### src/verilog/tmcu_pkg.sv
// Purpose: Shared constants for the timer match compare unit
// Assumes: 32-bit AXI4-Lite register bus, 8-bit byte address
// Notes:   Mode codes are 4-bit values of the match_mode_sel field
package tmcu_pkg;
    // ----------------------------------------------------------------
    // Register map (byte addresses)
    // ----------------------------------------------------------------
    localparam logic [7:0] OFS_CONTROL   = 8'h00;
    localparam logic [7:0] OFS_MATCH_LO  = 8'h04;
    localparam logic [7:0] OFS_MATCH_HI  = 8'h08;
    localparam logic [7:0] OFS_IRQ_STAT  = 8'h0C;
    localparam logic [7:0] OFS_IRQ_CLR   = 8'h10;
    localparam logic [7:0] OFS_IRQ_EN    = 8'h14;
    localparam logic [7:0] OFS_STATE     = 8'h18;
    // ----------------------------------------------------------------
    // Reset values and field positions
    // ----------------------------------------------------------------
    localparam logic [7:0] CONTROL_RST   = 8'h00;
    localparam logic [7:0] MATCH_RST     = 8'h00;
    localparam logic [0:0] IRQ_EN_RST    = 1'h0;
    localparam int         MODE_LSB      = 0;
    localparam int         MODE_MSB      = 3;
    localparam int         STATE_LATCH   = 0;
    localparam int         STATE_OWN     = 1;
    localparam int         STATE_MATCH   = 2;
    // ----------------------------------------------------------------
    // Compare mode codes
    // ----------------------------------------------------------------
    localparam logic [3:0] MODE_OFF      = 4'h0;
    localparam logic [3:0] MODE_TOGGLE   = 4'h2;
    localparam logic [3:0] MODE_SET      = 4'h8;
    localparam logic [3:0] MODE_CLEAR    = 4'h9;
    localparam logic [3:0] MODE_SWINT    = 4'hA;
    localparam logic [3:0] MODE_SPECIAL  = 4'hB;
    // ----------------------------------------------------------------
    // Bus responses
    // ----------------------------------------------------------------
    localparam logic [1:0] RESP_OKAY     = 2'h0;
    localparam logic [1:0] RESP_SLVERR   = 2'h2;
endpackage

### src/verilog/tmcu_match_if.sv
// Purpose: Carrier between register file and match engine
// Assumes: Single aclk domain
// Notes:   Engine outputs are combinational where marked in the engine
`timescale 1ns/1ns
interface tmcu_match_if;
    logic [3:0]  mode;        // Selected compare mode
    logic [15:0] match_value; // Match value high:low
    logic        ctrl_zero;   // Pulse: control written with zero
    logic        hit;         // Pulse: compare event this cycle
    logic        latch;       // Compare output latch
    logic        own;         // Compare drives the pin
    logic        match_now;   // Equality this cycle
    modport regs (output mode, match_value, ctrl_zero, input hit, latch, own, match_now);
    modport core (input mode, match_value, ctrl_zero, output hit, latch, own, match_now);
endinterface // tmcu_match_if

### src/verilog/tmcu_pin_route.sv
// Purpose: Route the compare output to one of two package pins
// Assumes: Relocation bit is held by a register outside the unit
// Notes:   The unselected pin is released to its port logic
`timescale 1ns/1ns
module tmcu_pin_route (
    input  wire logic relocate,  // Relocation select
    input  wire logic value,     // Compare output latch
    input  wire logic own,       // Compare owns the pin
    output logic      pin0_out,  // Default pin value
    output logic      pin0_oe,   // Default pin driven
    output logic      pin1_out,  // Alternate pin value
    output logic      pin1_oe    // Alternate pin driven
);
    always_comb begin
        pin0_out = value & ~relocate;
        pin1_out = value & relocate;
        pin0_oe  = own & ~relocate;
        pin1_oe  = own & relocate;
    end
endmodule // tmcu_pin_route

### src/verilog/tmcu_match.sv
// Purpose: 16-bit match engine with latch, trigger and event
// Assumes: Timer count comes from logic on aclk
// Notes:   A match that persists raises one event only
`timescale 1ns/1ns
module tmcu_match (
    input  wire logic        aclk,        // System clock
    input  wire logic        aresetn,     // Sync reset, low
    tmcu_match_if.core       mif,         // Register side
    input  wire logic [15:0] timer_count, // Timer high:low
    input  wire logic        adc_enable,  // Converter enabled
    output logic             timer_reset, // Clear timer at its tick
    output logic             adc_start    // Conversion start pulse
);
    logic match_q;
    logic adc_q;
    logic latch_q;

    function automatic logic is_cmp(input logic [3:0] m);
        is_cmp = (m == tmcu_pkg::MODE_TOGGLE) || (m == tmcu_pkg::MODE_SET) ||
                 (m == tmcu_pkg::MODE_CLEAR) || (m == tmcu_pkg::MODE_SWINT) ||
                 (m == tmcu_pkg::MODE_SPECIAL);
    endfunction

    function automatic logic drives_pin(input logic [3:0] m);
        drives_pin = (m == tmcu_pkg::MODE_TOGGLE) || (m == tmcu_pkg::MODE_SET) ||
                     (m == tmcu_pkg::MODE_CLEAR);
    endfunction

    // ----------------------------------------------------------------
    // Compare and event
    // ----------------------------------------------------------------
    assign mif.match_now = (mif.match_value == timer_count);
    assign mif.hit       = mif.match_now & ~match_q & is_cmp(mif.mode);
    assign mif.own       = drives_pin(mif.mode);
    assign mif.latch     = latch_q;
    // Level, so a rewrite of the match value withdraws it before the tick
    assign timer_reset   = (mif.mode == tmcu_pkg::MODE_SPECIAL) & mif.match_now;
    assign adc_start     = adc_q;

    // Runs on aclk only; while it is stopped nothing here advances
    always_ff @(posedge aclk) begin
        if (!aresetn) begin
            match_q <= 1'b0;
        end else begin
            match_q <= mif.match_now;
        end
    end

    always_ff @(posedge aclk) begin
        if (!aresetn) begin
            latch_q <= 1'b0;
        end else if (mif.ctrl_zero) begin
            latch_q <= 1'b0;
        end else if (mif.hit) begin
            unique case (mif.mode)
                tmcu_pkg::MODE_TOGGLE: latch_q <= ~latch_q;
                tmcu_pkg::MODE_SET:    latch_q <= 1'b1;
                tmcu_pkg::MODE_CLEAR:  latch_q <= 1'b0;
                default:               latch_q <= latch_q;
            endcase
        end
    end

    always_ff @(posedge aclk) begin
        if (!aresetn) begin
            adc_q <= 1'b0;
        end else begin
            adc_q <= mif.hit & (mif.mode == tmcu_pkg::MODE_SPECIAL) & adc_enable;
        end
    end
endmodule // tmcu_match

### src/verilog/tmcu_top.sv
// Purpose: Timer match compare unit with AXI4-Lite registers
// Assumes: Timer count and adc_enable come from logic on aclk
// Notes:   One write and one read in flight; reads answer in one cycle, writes in two
// Contract
// - The full 16-bit match value is compared with the 16-bit timer count every cycle.
// - A match toggles, sets or clears the latch, fires the trigger, or only interrupts, by mode.
// - The match flag is set in the same cycle as the match action in every compare mode.
// - In interrupt-only mode the pin stays with the port and only the flag is raised.
// - In special event mode a match resets the timer and starts a conversion if enabled, pin untouched.
// - The trigger is asserted at once on the match; the timer clears on its next clock edge.
// - The trigger reset of the timer does not set the timer overflow flag.
// - If the match value changes so the match is gone before the timer edge, no reset occurs.
// - Writing zero to the whole control register forces the compare latch low, port latch untouched.
// - The compare works from the system clock and need not work while it is stopped.
// - The compare pin can be routed to an alternate pin by an outside relocation bit.
// - The match value is held as two byte registers, low and high.
//
// Design decisions made here: the address map and the AXI4-Lite register port.
`timescale 1ns/1ns
module tmcu_top (
    input  wire logic        aclk,          // System clock, 100 MHz
    input  wire logic        aresetn,       // Sync reset, active low
    input  wire logic [7:0]  s_awaddr,      // Write address
    input  wire logic        s_awvalid,     // Write address valid
    output logic             s_awready,     // Write address ready
    input  wire logic [31:0] s_wdata,       // Write data
    input  wire logic [3:0]  s_wstrb,       // Write strobes
    input  wire logic        s_wvalid,      // Write data valid
    output logic             s_wready,      // Write data ready
    output logic [1:0]       s_bresp,       // Write response
    output logic             s_bvalid,      // Write response valid
    input  wire logic        s_bready,      // Write response ready
    input  wire logic [7:0]  s_araddr,      // Read address
    input  wire logic        s_arvalid,     // Read address valid
    output logic             s_arready,     // Read address ready
    output logic [31:0]      s_rdata,       // Read data
    output logic [1:0]       s_rresp,       // Read response
    output logic             s_rvalid,      // Read data valid
    input  wire logic        s_rready,      // Read data ready
    input  wire logic [15:0] timer_count,   // Timer count high:low
    input  wire logic        adc_enable,    // Converter enabled
    input  wire logic        pin_relocate,  // Pin relocation bit
    output logic             timer_reset,   // Clear timer at its next tick
    output logic             adc_start,     // Start conversion pulse
    output logic             pin0_out,      // Default pin value
    output logic             pin0_oe,       // Default pin driven
    output logic             pin1_out,      // Alternate pin value
    output logic             pin1_oe,       // Alternate pin driven
    output logic             irq            // Match interrupt, level
);
    tmcu_match_if mif ();

    logic [7:0]  control_q;
    logic [7:0]  match_lo_q;
    logic [7:0]  match_hi_q;
    logic        flag_q;
    logic        enable_q;
    logic        aw_full_q;
    logic        w_full_q;
    logic [7:0]  aw_addr_q;
    logic [31:0] w_data_q;
    logic [3:0]  w_strb_q;
    logic        bvalid_q;
    logic [1:0]  bresp_q;
    logic        rvalid_q;
    logic [31:0] rdata_q;
    logic [1:0]  rresp_q;
    logic        wr_go;
    logic        wr_lane0;
    logic        clr_req;

    // Unmapped offsets answer SLVERR and change nothing
    function automatic logic mapped(input logic [7:0] a);
        mapped = (a == tmcu_pkg::OFS_CONTROL) || (a == tmcu_pkg::OFS_MATCH_LO) ||
                 (a == tmcu_pkg::OFS_MATCH_HI) || (a == tmcu_pkg::OFS_IRQ_STAT) ||
                 (a == tmcu_pkg::OFS_IRQ_CLR) || (a == tmcu_pkg::OFS_IRQ_EN) ||
                 (a == tmcu_pkg::OFS_STATE);
    endfunction

    // ----------------------------------------------------------------
    // Write channel
    // ----------------------------------------------------------------
    // Address and data park apart, so either may arrive first
    assign s_awready = ~aw_full_q;
    assign s_wready  = ~w_full_q;
    assign s_bvalid  = bvalid_q;
    assign s_bresp   = bresp_q;
    assign wr_go     = aw_full_q & w_full_q & ~bvalid_q;
    assign wr_lane0  = wr_go & w_strb_q[0];

    always_ff @(posedge aclk) begin
        if (!aresetn) begin
            aw_full_q <= 1'b0;
            aw_addr_q <= 8'h00;
        end else if (s_awvalid && !aw_full_q) begin
            aw_full_q <= 1'b1;
            aw_addr_q <= s_awaddr;
        end else if (wr_go) begin
            aw_full_q <= 1'b0;
        end
    end

    always_ff @(posedge aclk) begin
        if (!aresetn) begin
            w_full_q <= 1'b0;
            w_data_q <= 32'h0000_0000;
            w_strb_q <= 4'h0;
        end else if (s_wvalid && !w_full_q) begin
            w_full_q <= 1'b1;
            w_data_q <= s_wdata;
            w_strb_q <= s_wstrb;
        end else if (wr_go) begin
            w_full_q <= 1'b0;
        end
    end

    always_ff @(posedge aclk) begin
        if (!aresetn) begin
            bvalid_q <= 1'b0;
            bresp_q  <= tmcu_pkg::RESP_OKAY;
        end else if (wr_go) begin
            bvalid_q <= 1'b1;
            bresp_q  <= mapped(aw_addr_q) ? tmcu_pkg::RESP_OKAY : tmcu_pkg::RESP_SLVERR;
        end else if (s_bready) begin
            bvalid_q <= 1'b0;
        end
    end

    // ----------------------------------------------------------------
    // Registers
    // ----------------------------------------------------------------
    always_ff @(posedge aclk) begin
        if (!aresetn) begin
            control_q <= tmcu_pkg::CONTROL_RST;
        end else if (wr_lane0 && aw_addr_q == tmcu_pkg::OFS_CONTROL) begin
            control_q <= w_data_q[7:0];
        end
    end

    // Two byte registers; a rewrite takes effect on the next compare
    always_ff @(posedge aclk) begin
        if (!aresetn) begin
            match_lo_q <= tmcu_pkg::MATCH_RST;
            match_hi_q <= tmcu_pkg::MATCH_RST;
        end else if (wr_lane0 && aw_addr_q == tmcu_pkg::OFS_MATCH_LO) begin
            match_lo_q <= w_data_q[7:0];
        end else if (wr_lane0 && aw_addr_q == tmcu_pkg::OFS_MATCH_HI) begin
            match_hi_q <= w_data_q[7:0];
        end
    end

    always_ff @(posedge aclk) begin
        if (!aresetn) begin
            enable_q <= tmcu_pkg::IRQ_EN_RST;
        end else if (wr_lane0 && aw_addr_q == tmcu_pkg::OFS_IRQ_EN) begin
            enable_q <= w_data_q[0];
        end
    end

    // Set wins over a clear in the same cycle, so no event is lost
    assign clr_req = wr_lane0 && aw_addr_q == tmcu_pkg::OFS_IRQ_CLR && w_data_q[0];

    always_ff @(posedge aclk) begin
        if (!aresetn) begin
            flag_q <= 1'b0;
        end else if (mif.hit) begin
            flag_q <= 1'b1;
        end else if (clr_req) begin
            flag_q <= 1'b0;
        end
    end

    assign irq = flag_q & enable_q;

    assign mif.mode        = control_q[tmcu_pkg::MODE_MSB:tmcu_pkg::MODE_LSB];
    assign mif.match_value = {match_hi_q, match_lo_q};
    // Whole register must be zero, including the lane's upper bits
    assign mif.ctrl_zero   = wr_lane0 && aw_addr_q == tmcu_pkg::OFS_CONTROL && w_data_q[7:0] == 8'h00;

    // ----------------------------------------------------------------
    // Read channel
    // ----------------------------------------------------------------
    // Read data is registered and stands until rready
    assign s_arready = ~rvalid_q;
    assign s_rvalid  = rvalid_q;
    assign s_rdata   = rdata_q;
    assign s_rresp   = rresp_q;

    always_ff @(posedge aclk) begin
        if (!aresetn) begin
            rvalid_q <= 1'b0;
            rdata_q  <= 32'h0000_0000;
            rresp_q  <= tmcu_pkg::RESP_OKAY;
        end else if (s_arvalid && !rvalid_q) begin
            rvalid_q <= 1'b1;
            rresp_q  <= mapped(s_araddr) ? tmcu_pkg::RESP_OKAY : tmcu_pkg::RESP_SLVERR;
            unique case (s_araddr)
                tmcu_pkg::OFS_CONTROL:  rdata_q <= {24'h000000, control_q};
                tmcu_pkg::OFS_MATCH_LO: rdata_q <= {24'h000000, match_lo_q};
                tmcu_pkg::OFS_MATCH_HI: rdata_q <= {24'h000000, match_hi_q};
                tmcu_pkg::OFS_IRQ_STAT: rdata_q <= {31'h00000000, flag_q};
                tmcu_pkg::OFS_IRQ_EN:   rdata_q <= {31'h00000000, enable_q};
                tmcu_pkg::OFS_STATE:    rdata_q <= {29'h00000000, mif.match_now, mif.own, mif.latch};
                default:                rdata_q <= 32'h0000_0000;
            endcase
        end else if (s_rready) begin
            rvalid_q <= 1'b0;
        end
    end

    // ----------------------------------------------------------------
    // Engine and pin routing
    // ----------------------------------------------------------------
    // The reset line is a plain clear; the timer raises no overflow for it
    tmcu_match u_match (
        .aclk        (aclk),
        .aresetn     (aresetn),
        .mif         (mif),
        .timer_count (timer_count),
        .adc_enable  (adc_enable),
        .timer_reset (timer_reset),
        .adc_start   (adc_start)
    );

    tmcu_pin_route u_route (
        .relocate (pin_relocate),
        .value    (mif.latch),
        .own      (mif.own),
        .pin0_out (pin0_out),
        .pin0_oe  (pin0_oe),
        .pin1_out (pin1_out),
        .pin1_oe  (pin1_oe)
    );
endmodule // tmcu_top

### config.mk
export PLATFORM = sky130hd
export DESIGN_NAME = tmcu_top
export DESIGN_NICKNAME = d
export VERILOG_FILES = /design/src/verilog/tmcu_pkg.sv /design/src/verilog/tmcu_match_if.sv /design/src/verilog/tmcu_pin_route.sv /design/src/verilog/tmcu_match.sv /design/src/verilog/tmcu_top.sv
export SDC_FILE = /design/constraint.sdc
export NUM_CORES = 1
export LEC_CHECK = 0
export BUFFER_PORTS_ARGS = -buffer_cell sky130_fd_sc_hd__buf_4
export CORE_UTILIZATION = 37
export CTS_CLUSTER_DIAMETER = 60
export DETAILED_ROUTE_END_ITERATION = 6
export GPL_TIMING_DRIVEN = 0
export PLACE_DENSITY = 0.64
export SETUP_SLACK_MARGIN = 0.05
export SLEW_MARGIN = 20
export SYNTH_ARGS = -nofsm -noshare
export SYNTH_HDL_FRONTEND = slang
export SYNTH_SLANG_ARGS = --single-unit
### constraint.sdc
create_clock -name aclk -period 2.8 [get_ports aclk]
set_input_delay 0.42 -clock aclk [delete_from_list [all_inputs] [get_ports aclk]]
set_output_delay 0.42 -clock aclk [all_outputs]
set_load 0.005 [all_outputs]
# Yosys cells after proc, flatten, opt, wreduce, memory -nomap -nowiden
# Index checks and enable logic that the tools add are counted.
# totals
out_inout_bits,48
ff_bits,86
inputBits,77
elab_cells,112
# op_classes
bitwise_logic,22
muxes,13
eq_ne,18
n_reduce_logical,41
# op_table
operator,n
$eq A8 B5 Y1 const B,6
$pmux W8 S6,1
$eq A8 B4 Y1 const B,4
$logic_not A8 Y1,3
$eq A16 B16 Y1,1
$eq A4 B4 Y1 const B,4
$eq A8 B3 Y1 const B,2
$logic_or A1 B1 Y1,16
$and A1 B1 Y1,13
$logic_and A1 B1 Y1,10
$reduce_bool A2 Y1,5
$mux W1,9
$not A1 Y1,9
$eq A4 B2 Y1 const B,1
$mux W2,2
$reduce_and A2 Y1,2
$logic_not A1 Y1,3
$pmux W1 S3,1
$reduce_bool A3 Y1,1
$reduce_or A2 Y1,1

# Logic depth before layout (Yosys ltp)
# Gate-level depths: netlist of run 1.
# logic_depth
word_depth,8
mapped_depth,7
ltp_nobuf,5

# By module
# A second synthesis of run 1 with hierarchy kept.
# unflattened
cells_unflattened,347
area_unflattened_um2,3111.7
# modules_own_cells
module,area_each_um2,seq_area_each_um2,cells_each,n_inst
tmcu_top,2720.1,1141.1,297,1
tmcu_match,366.6,60.1,46,1
tmcu_pin_route,25.0,0.0,4,1

# Least setup slack after synthesis of run 1
# No wires, ideal clock.
# synth_path
path_kind,input to register
startpoint,input timer_count[8]
endpoint,"register u_match.latch_q, in the netlist u_match.mif.latch"
arrival_ns,1.666
stages,5
setup_ns,0.070
n_path_buf,0
slack_ns,1.064
required_time_ns,2.730
cell_sequence,xor2_1 -> nor4_2 -> nand4_1 -> or4_1 -> a21oi_1
# synth_via
elab_chain_cells,4
# synth_rtl
element,line_no,source
start: declaration,tmcu_top.sv:40,"input wire logic [15:0] timer_count,"
$eq A16 B16 Y1,tmcu_match.sv:32,assign mif.match_now = (mif.match_value == timer_count);
$and A1 B1 Y1 (2 in series),tmcu_match.sv:33,assign mif.hit = mif.match_now & ~match_q & is_cmp(mif.mode);
$reduce_and A2 Y1 (no line),-,
end signal: assignment,tmcu_match.sv:56,tmcu_pkg::MODE_TOGGLE: latch_q <= ~latch_q;
end signal: assignment,tmcu_match.sv:59,default: latch_q <= latch_q;
end: declaration,tmcu_match.sv:16,logic latch_q;
# No other way between the ends.
# A chain may end at the register's enable or synchronous reset.

# Final worst setup path of run 1
# layout_path
startpoint,register match_hi_q[0]
endpoint,output timer_reset
# layout_via
elab_chain_cells,2
# layout_rtl
element,line_no,source
start: declaration,tmcu_top.sv:55,logic [7:0] match_hi_q;
start signal: assignment,tmcu_top.sv:144,match_hi_q <= tmcu_pkg::MATCH_RST;
start signal: assignment,tmcu_top.sv:148,match_hi_q <= w_data_q[7:0];
$eq A16 B16 Y1,tmcu_match.sv:32,
$and A1 B1 Y1,tmcu_match.sv:37,assign timer_reset = (mif.mode == tmcu_pkg::MODE_SPECIAL) & mif.match_now;
end: declaration,tmcu_top.sv:43,"output logic timer_reset,"
# No other way between the ends.

==> reports/metrics.cfg, run 1 <==
[worst_setup_path]
cp_cell_sequence=xor2_1 > nor4_2 > nand4_1 > nor2_1 > buf_4
cpLargestDelayFamily=simple AND/OR/NAND/NOR gates
worst_ep_required_time_ns=2.38
rr_startpoint=match_hi_q[0]$_SDFFE_PN0P_
cp-start-kind=flop
reg2reg_to=u_match.mif.latch$_SDFFE_PP0P_
crit_path_max_incr_delay_ns=0.35
crit_path_end_kind=output port
worstPathBufferInverterCount=1
critPathMaxFanout=7
criticalPathCategory=reg -> out
r2r_setup_slack_ns=0.83
arrival_ns=1.83
crit_slowest_cell=nand4_1
r2r_cells=5

[grt]
grt_overflow=0
grt_busiest_layer=met2
antenna_found_initial=0
grt_pass1_wl_um=11200
grt_use_total=0.172
global_route.usage.met2=0.275
grtUsageMet1=0.220
grtUsageMet3=0.0622
grt_pass1_vias=2392
grt_max_degree=11

[clock_tree]
clockBufferDepth=2
post_cts_buffers=0
holdBufCountCts=0
clock_latency_ns=0.34
cts_buffers=9
cts.sinks=60
cts.repair.resized=0
clk_pin_slew_ns=0.07
cts-root-buf=clkbuf_8
cts_tree=yes
cts-htree-levels=3

[yosys]
synthCells=341
synth_cell_types=42
yosys_warnings=0
synth_area_um2=2980
synth_edf_count=0
ys_seq_elements=60
syn-mean-instance-area_um2=8.74
synth_top_area_frac=0.403
async_reset_ff_frac=0
ys_top_cells_by_area=dfxtp_1 40%, mux2i_1 14%, buf_4 6.8%
netlist_top_cells_count=60 x dfxtp_1, 50 x nor2_1, 41 x mux2i_1, 37 x nand2_1, 27 x buf_4
synth-main-ff-cell=dfxtp_1
yosysSeqAreaShare=0.403
synth_top_area_cell=dfxtp_1
yosysMostFrequentCell=dfxtp_1

[hold_path]
worstHoldPathType=in -> reg
min_from=s_awvalid
hold_path_end=aw_full_q$_SDFFE_PN0P_
hold_path_depth=3

[drt]
num_vias=2531
wl_um=6850
drtAntennaViolNets=0
wl_per_cell_um=12.4
drc_errors=0
drtIter0Drc=109
first_pass_iters=4
via_per_inst=4.58

[layout]
regArea_um2=1200
final_area_um2=3970
syn2layout_area_growth_pct=33.2
fillers=799
multi_input_area_um2=1570
diodes=0
drive_gt1_frac=0.271
final_util=0.511
nets=523

[power_and_ir_drop]
ir_drop_mv=0.254
p_per_area_nw_per_um2=524
power_leakage_nw=1.87

[sta]
worst_pin_slew_ns=0.612
setup_viol=0
slew_violations=0
hold_violations=0
setup_slack_ns=0.552
setup_tns_ns=0
min_period_ns=2.25
fmax_mhz=445
finalClockSkew_ns=0.00906
max_slew_margin=0.592
rsz0062_at_grt=no
min_period_over_period=0.803
hold_ws_ns=0.292

[die]
fp.dieH_um=91.7
die_area_um2=8410
die_x_um=91.7
ios=125
initial_core_util=0.384
core_um2=7770
num_rows=32

[run]
drv_cap=0

[status]
status=completed

[placement]
hpwl_um=5190
place_ws_ns=0.660
place_area_um2=3720
port_buffers=69
globalplace.congestion=0.777

-- metrics by stage --
| stage | total power [mW] | instances |
|---|---|---|
| 3_5_place_dp | 1.14 | 537 |
| 4_1_cts | 2.10 | 553 |
| 3_3_place_gp | 1.13 | 537 |
| 2_1_floorplan | 1.04 | 366 |
| 5_1_grt | 2.17 | 553 |
| 6_report | 2.08 | 553 |
-- worst register-to-register path: cells and delay by family, from the launching register on --
family	cells	cell delay (ns)
DFF	1	0.34
xor gates and xnor gates	1	0.18
AOI/OAI and AO/OA	1	0.13
and+or+nand+nor	3	1.25
-- report_power, final --
| part | internal, mW | switching, mW |
|---|---|---|
| Sequential | 0.876 | 0.0251 |
| Combinational | 0.119 | 0.0973 |
| Clock | 0.639 | 0.325 |
| Total | 1.63 | 0.447 |
-- cells by family (layout without fill, tap and decap cells) --
kind of cell / after synthesis / in the layout / synth area share
xor gates and xnor gates: 17 / 17 / 0.0500
muxes: 41 / 41 / 0.138
and+or+nand+nor: 131 / 131 / 0.218
DFF: 60 / 60 / 0.403
buffers and inverters: 47 / 132 / 0.102
AOI/OAI and AO/OA: 44 / 44 / 0.0882
other: 1 / 26 / 0.00126
-- sequential cells by signal, summed over array words and instances, names as in the netlist --
register           cells
u_match.match_q        1
w_data_q               8
control_q              8
s_rresp                1
w_full_q               1
s_bresp                1
match_lo_q             8
enable_q               1
s_rdata                8
w_strb_q               1
aw_addr_q              8
aw_full_q              1
flag_q                 1
match_hi_q             8
s_rvalid               1
u_match.mif.latch      1
s_bvalid               1
u_match.adc_start      1
-- how the worst max path moves through the flow --
stage                                          start                              to  slack, ns  depth (start not counted)
final                     match_hi_q[0]$_SDFFE_PN0P_                     timer_reset       0.55                          5
after global routing      match_lo_q[1]$_SDFFE_PN0N_                     timer_reset       0.42                          5
after CTS                 match_hi_q[0]$_SDFFE_PN0P_                     timer_reset       0.50                          5
after detailed placement              timer_count[8]  u_match.mif.latch$_SDFFE_PP0P_       0.66                          6
after global placement               timer_count[13]  u_match.mif.latch$_SDFFE_PP0P_       0.67                          6
after floorplan                       timer_count[8]  u_match.mif.latch$_SDFFE_PP0P_       1.06                          5
-- cells in the final DEF, fill, tap and decap left out, drive strengths merged, types with 11 or more instances in the layout --
master	n
a21oi	20
nand2	37
xor2	16
mux2i	41
clkbuf	20
buf	103
o21ai	11
nor2	50
dfxtp	60
conb	26
-- routing by layer --
layer	vias to the layer above	wire length, µm
met5	-	0
met4	0	67
met3	7	453
met2	70	3060
met1	1135	3270
li1	1319	-
-- layout make-up --
class                      instances  area share
buffer                            42      0.0716
clock inverter                     4      0.0240
clock buffer                      12      0.0391
multi-input combinational        259       0.395
inverter                           5     0.00473
tap                              102      0.0322
timing repair buffer              69       0.131
sequential                        60       0.303
(Power assumes the default switching activity.)
==> run 2, diff against run 1 <==
--- a/config.mk
+++ b/config.mk
@@ -5,6 +5,7 @@
 export SDC_FILE = /design/constraint.sdc
 export NUM_CORES = 1
 export LEC_CHECK = 0
+export ABC_AREA = 1
 export BUFFER_PORTS_ARGS = -buffer_cell sky130_fd_sc_hd__buf_4
 export CORE_UTILIZATION = 37
 export CTS_CLUSTER_DIAMETER = 60
==> constraint.sdc (replaced) <==
create_clock -name aclk -period 2.3 [get_ports aclk]
set_input_delay 0.345 -clock aclk [delete_from_list [all_inputs] [get_ports aclk]]
set_output_delay 0.345 -clock aclk [all_outputs]
set_load 0.005 [all_outputs]
==> run 2 against run 1 <==
Net effect: non-clock buffer count fell by 5; clock power barely moved; wire length rose by 11%; count of clock-buffer cells in the layout rose by 3; largest cell class unchanged.
==> reports/metrics.cfg, run 2 <==
[worst_setup_path]
cpLargestDelayFamily=simple AND/OR/NAND/NOR gates
reg2reg_to=control_q[0]$_SDFFE_PN0P_
worst_ep_required_time_ns=1.96
crit_path_max_incr_delay_ns=0.39
cp_cell_sequence=inv_1 > nand2_1 > nand2_1 > nor2_1 > nand2_1 > nor2_1 > nand2_1 > nor2_1 > buf_4
arrival_ns=1.70
r2r_cells=6
worstPathBufferInverterCount=2
cp-start-kind=flop
path_common_cell=nand2_1
crit_path_end_kind=output port
r2r_setup_slack_ns=0.76
crit_slowest_cell=dfxtp_1
rr_startpoint=aw_addr_q[6]$_SDFFE_PN0P_
crit_start=match_lo_q[6]$_SDFFE_PN0N_
path_depth=9
critPathMaxFanout=4
crit_end=timer_reset
criticalPathCategory=reg -> out

[power_and_ir_drop]
ir_drop_mv=0.337
p_total_mw=2.36
p_per_area_nw_per_um2=580
power_leakage_nw=1.98

[layout]
fillers=844
drive_gt1_frac=0.228
diodes=0
regArea_um2=1200
nets=646
mostFrequentLayoutCell=buf_4
mostFrequentLayoutCells=96 x buf_4, 93 x nand2_1, 74 x nor2_1
finalNonFillerCells=679
multi_input_area_um2=1510
syn2layout_area_growth_pct=30.4

[clock_tree]
cts-root-buf=clkbuf_8
cts-htree-levels=3
post_cts_buffers=0
clock_latency_ns=0.34
cts_buffers=9
cts_tree=yes
clockBufferDepth=2
clk_pin_slew_ns=0.06
cts.sinks=60

[drt]
wl_per_cell_um=11.2
num_vias=3100
drtAntennaViolNets=0
drc_errors=0
via_per_inst=4.57
drtIter0Drc=114
first_pass_iters=4
wl_um=7610

[sta]
max_slew_margin=0.635
hold_ws_ns=0.226
min_period_ns=2.04
setup_viol=0
finalClockSkew_ns=0.00808
worst_pin_slew_ns=0.548
setup_tns_ns=0
fmax_mhz=490
slew_violations=0
rsz0062_at_grt=no
hold_violations=0
min_period_over_period=0.888

[die]
num_rows=33
ios=125
die_x_um=93.9
core_um2=8220
die_area_um2=8820
fp.dieH_um=93.9
initial_core_util=0.381

[run]
drv_cap=0

[placement]
port_buffers=70
hpwl_um=6020
dp_cells=663
globalplace.congestion=0.812

[yosys]
yosys_warnings=0
synth-main-ff-cell=dfxtp_1
ys_top_cells_by_area=dfxtp_1 38%, nand2_1 11%, nor2_1 9.0%
synth_cell_types=32
async_reset_ff_frac=0
synth_top_area_frac=0.384
ys_seq_elements=60
syn-mean-instance-area_um2=6.75
netlist_top_cells_count=93 x nand2_1, 75 x nor2_1, 65 x inv_1, 60 x dfxtp_1
synth_area_um2=3130
synth_top_area_cell=dfxtp_1
yosysMostFrequentCell=nand2_1
yosysSeqAreaShare=0.384
synthCells=463
synth_edf_count=0

[grt]
antenna_found_initial=0
grt_overflow=0
grt_pass1_wl_um=12600
grt_use_total=0.185
grt_max_degree=11
grt_pass1_vias=2784

[status]
status=completed

[hold_path]
worstHoldPathType=in -> reg

run 2: cell types whose count changed in the layout (fill, tap and decap cells not counted), sizes merged, moves of 4 or more:
| cell | delta |
|---|---|
| xor2 | -15 |
| inv | +64 |
| nand2 | +58 |
| mux2i | -41 |
| a21oi | +17 |
| o21ai | +30 |
| nor2 | +32 |
| and2 | -4 |
| nand3 | +9 |
| a211oi | +12 |
| nor2b | -8 |
| nor4 | -7 |
run 2: timing repair:
item,CTS,global route
setup endpoints to repair,0,1
hold buffers,0,0
gates resized for setup,0,1
run 2: final cells by class:
cell class	instances	area share
multi-input combinational	322	0.371
sequential	60	0.295
timing repair buffer	70	0.129
inverter	70	0.0645
buffer	36	0.0608
clock buffer	15	0.0408
tap	105	0.0322
clock inverter	1	0.00737
run 2: cells by family (layout without fill, tap and decap cells):
family                    count (synthesis)  after routing  share of synthesized area
and+or+nand+nor                         200            200                      0.275
buffers and inverters                   106            192                      0.163
DFF                                      60             60                      0.384
AOI/OAI and AO/OA                        95             95                      0.174
xor gates and xnor gates                  1              1                    0.00280
other                                     1             26                    0.00120
run 2: worst min-delay path by stage:
stage | start | end | slack, ns | cells past startpoint
2_1_floorplan | enable_q$_SDFFE_PN0P_ | enable_q$_SDFFE_PN0P_ | 0.45 | 2
4_1_cts | s_awaddr[3] | aw_addr_q[3]$_SDFFE_PN0P_ | 0.21 | 3
3_3_place_gp | s_rdata[3]$_SDFFE_PN0P_ | s_rdata[3]$_SDFFE_PN0P_ | 0.46 | 2
3_5_place_dp | s_rdata[6]$_SDFFE_PN0P_ | s_rdata[6]$_SDFFE_PN0P_ | 0.46 | 2
5_1_grt | s_awaddr[6] | aw_addr_q[6]$_SDFFE_PN0P_ | 0.22 | 3
6_report | s_awaddr[3] | aw_addr_q[3]$_SDFFE_PN0P_ | 0.23 | 3
run 2: power breakdown:
group          internal, mW  switching, mW  total (mW)
Clock                 0.562          0.399       0.962
Sequential             1.07         0.0233        1.10
Combinational         0.145          0.161       0.305
run 2: worst min-delay path, cell delays in order:
cell and delay, ns:
buf_4 0.08, nor2_1 0.03, nor2_1 0.08
run 2: stage by stage:
stage,setup slack [ns],cell area (µm²),utilization
after floorplan,0.952,3220,-
after global placement,0.568,3880,0.472
after detailed placement,0.537,3880,0.472
after CTS,0.191,4070,0.496
after global routing,0.0841,4080,0.496
final,0.258,4080,0.496
run 2: per-layer routing:
metal	vias to the layer above	GRT usage	wire, µm
li1	1628	-	-
met1	1363	0.236	3650
met2	96	0.300	3350
met3	13	0.0469	492
met4	0	0.0692	112
met5	-	0	0
==> run 3, diff against run 2 <==
--- a/config.mk
+++ b/config.mk
@@ -11,7 +11,7 @@
 export CTS_CLUSTER_DIAMETER = 60
 export DETAILED_ROUTE_END_ITERATION = 6
 export GPL_TIMING_DRIVEN = 0
-export PLACE_DENSITY = 0.64
+export PLACE_DENSITY = 0.66
 export SETUP_SLACK_MARGIN = 0.05
 export SLEW_MARGIN = 20
 export SYNTH_ARGS = -nofsm -noshare
==> constraint.sdc (replaced) <==
create_clock -name aclk -period 1.8 [get_ports aclk]
set_input_delay 0.27 -clock aclk [delete_from_list [all_inputs] [get_ports aclk]]
set_output_delay 0.27 -clock aclk [all_outputs]
set_load 0.005 [all_outputs]
==> run 3 against run 2 <==
Net effect: sequential cell count is the same; worst setup slack lost 0.22 ns; critical path depth is the same; critical endpoint unchanged; global-route usage grew 0.75 points; die area is the same; largest power group unchanged; final area grew 3.2%; power grew 33%.
==> reports/metrics.cfg, run 3 (synthesized netlist as in run 2, its figures left out) <==
[clock_tree]
cts.sinks=60
cts_buffers=9
cts-htree-levels=3
clockBufferDepth=2
clk_pin_slew_ns=0.07
cts_tree=yes
clock_latency_ns=0.35
cts-root-buf=clkbuf_8

[sta]
max_slew_margin=0.641
fmax_mhz=569
hold_violations=0
slew_violations=0
setup_viol=0
setup_tns_ns=0
rsz0062_at_grt=yes
min_period_over_period=0.977
min_period_ns=1.76
worst_pin_slew_ns=0.538
hold_ws_ns=0.145
finalClockSkew_ns=0.0114

[worst_setup_path]
arrival_ns=1.49
crit_path_max_incr_delay_ns=0.39
rr_startpoint=aw_addr_q[6]$_SDFFE_PN0P_
crit_path_end_kind=output port
cp-start-kind=flop
worst_ep_required_time_ns=1.53
critPathMaxFanout=4
r2r_setup_slack_ns=0.25
criticalPathCategory=reg -> out
crit_slowest_cell=dfxtp_4
cp_cell_sequence=nand2_2 > inv_2 > nor2_1 > nor2_1 > nand2_1 > nor2_4 > nand2_2 > nor2_2 > buf_4
crit_start=match_lo_q[3]$_SDFFE_PN0N_

[hold_path]
min_from=s_awaddr[3]
worstHoldPathType=in -> reg

[drt]
wl_per_cell_um=11.3
first_pass_iters=4
via_per_inst=4.54
wl_um=7720
drc_errors=0
num_vias=3111
drtAntennaViolNets=0
drtIter0Drc=114

[layout]
diodes=0
final_area_um2=4210
syn2layout_area_growth_pct=34.5
regArea_um2=1220
fillers=834
nets=652
drive_gt1_frac=0.286
multi_input_area_um2=1560
mostFrequentLayoutCell=buf_4
mostFrequentLayoutCells=102 x buf_4, 89 x nand2_1, 68 x nor2_1
finalNonFillerCells=685

[die]
ios=125
core_um2=8220
initial_core_util=0.381
die_x_um=93.9
num_rows=33
die_area_um2=8820
fp.dieH_um=93.9

[placement]
dp_cells=663
place_area_um2=3880
globalplace.congestion=0.799
hpwl_um=5920
port_buffers=70

[power_and_ir_drop]
switching_share=0.246
p_switching_uw=772
p_per_area_nw_per_um2=746
internal-power_mw=2.37
power_frac_clock=0.427
power_leakage_nw=2.03
share_seq_of_total_power=0.446
p_total_mw=3.14
ir_drop_mv=0.366
power_frac_comb=0.127

[grt]
grt_use_total=0.193
grt_pass1_vias=2970
grt_overflow=0
grt_pass1_wl_um=13200
antenna_found_initial=0
grt_max_degree=11

[status]
status=completed

[run]
drv_cap=0

-- run 3: cell count changes in the layout (fill, tap and decap cells not counted), moves of 3 or more --
| cell | before | now |
|---|---|---|
| dfxtp_2 | 0 | 10 |
| inv_2 | 4 | 8 |
| buf_4 | 96 | 102 |
| nand2_2 | 1 | 5 |
| nand2_1 | 93 | 89 |
| nor2_4 | 3 | 7 |
| clkbuf_1 | 9 | 6 |
| inv_1 | 65 | 61 |
| nor2_1 | 74 | 68 |
| clkinv_2 | 0 | 3 |
| dfxtp_1 | 60 | 48 |
-- run 3: path summary, 6_finish.rpt --
kind	endpoint	depth (start not counted)
max	timer_reset	9
min	aw_addr_q[3]$_SDFFE_PN0P_	3
max reg2reg	control_q[1]$_SDFFE_PN0P_	6
min reg2reg	s_rdata[6]$_SDFFE_PN0P_	2
-- run 3: routing by layer --
metal | global-route usage | share of wire | wire length (µm)
met4 | 0.0731 | 0.017 | 129
met5 | 0 | 0 | 0
met3 | 0.0453 | 0.077 | 593
met1 | 0.249 | 0.47 | 3590
met2 | 0.311 | 0.44 | 3400
-- run 3: what timing repair did --
action	4_1_cts	5_1_grt
endpoints found under the setup margin	1	3
buffers inserted	4	2
hold buffers	0	0
gates resized for setup	23	10
pin swaps	11	8
-- run 3: worst max-delay path: cells and delay by family (launching register included) --
| family | cells | cell delay, ns |
|---|---|---|
| flip-flops | 1 | 0.39 |
| AND/OR/NAND/NOR | 7 | 0.60 |
| buffers and inverters | 2 | 0.15 |
-- run 3: cell type report --
type,count,share of cell area
Multi-Input combinational cell,322,0.370
Sequential cell,60,0.290
Timing Repair Buffer,76,0.136
Inverter,70,0.0625
Buffer,36,0.0589
Clock buffer,11,0.0336
Tap cell,105,0.0312
Clock inverter,5,0.0178
-- run 3: metrics by stage --
step,utilization,worst slack [ns]
6_report,0.512,0.0411
3_5_place_dp,0.472,0.117
4_1_cts,0.507,-0.00253
2_1_floorplan,-,0.452
3_3_place_gp,0.472,0.159
5_1_grt,0.512,-0.127
-- run 3: power by group through the flow --
stage	logic, mW	clock network (mW)	registers, mW
after global placement	0.384	0	1.43
after global routing	0.453	1.44	1.40
after floorplan	0.237	0	1.43
final	0.398	1.34	1.40
after detailed placement	0.390	0	1.43
after CTS	0.395	1.37	1.40
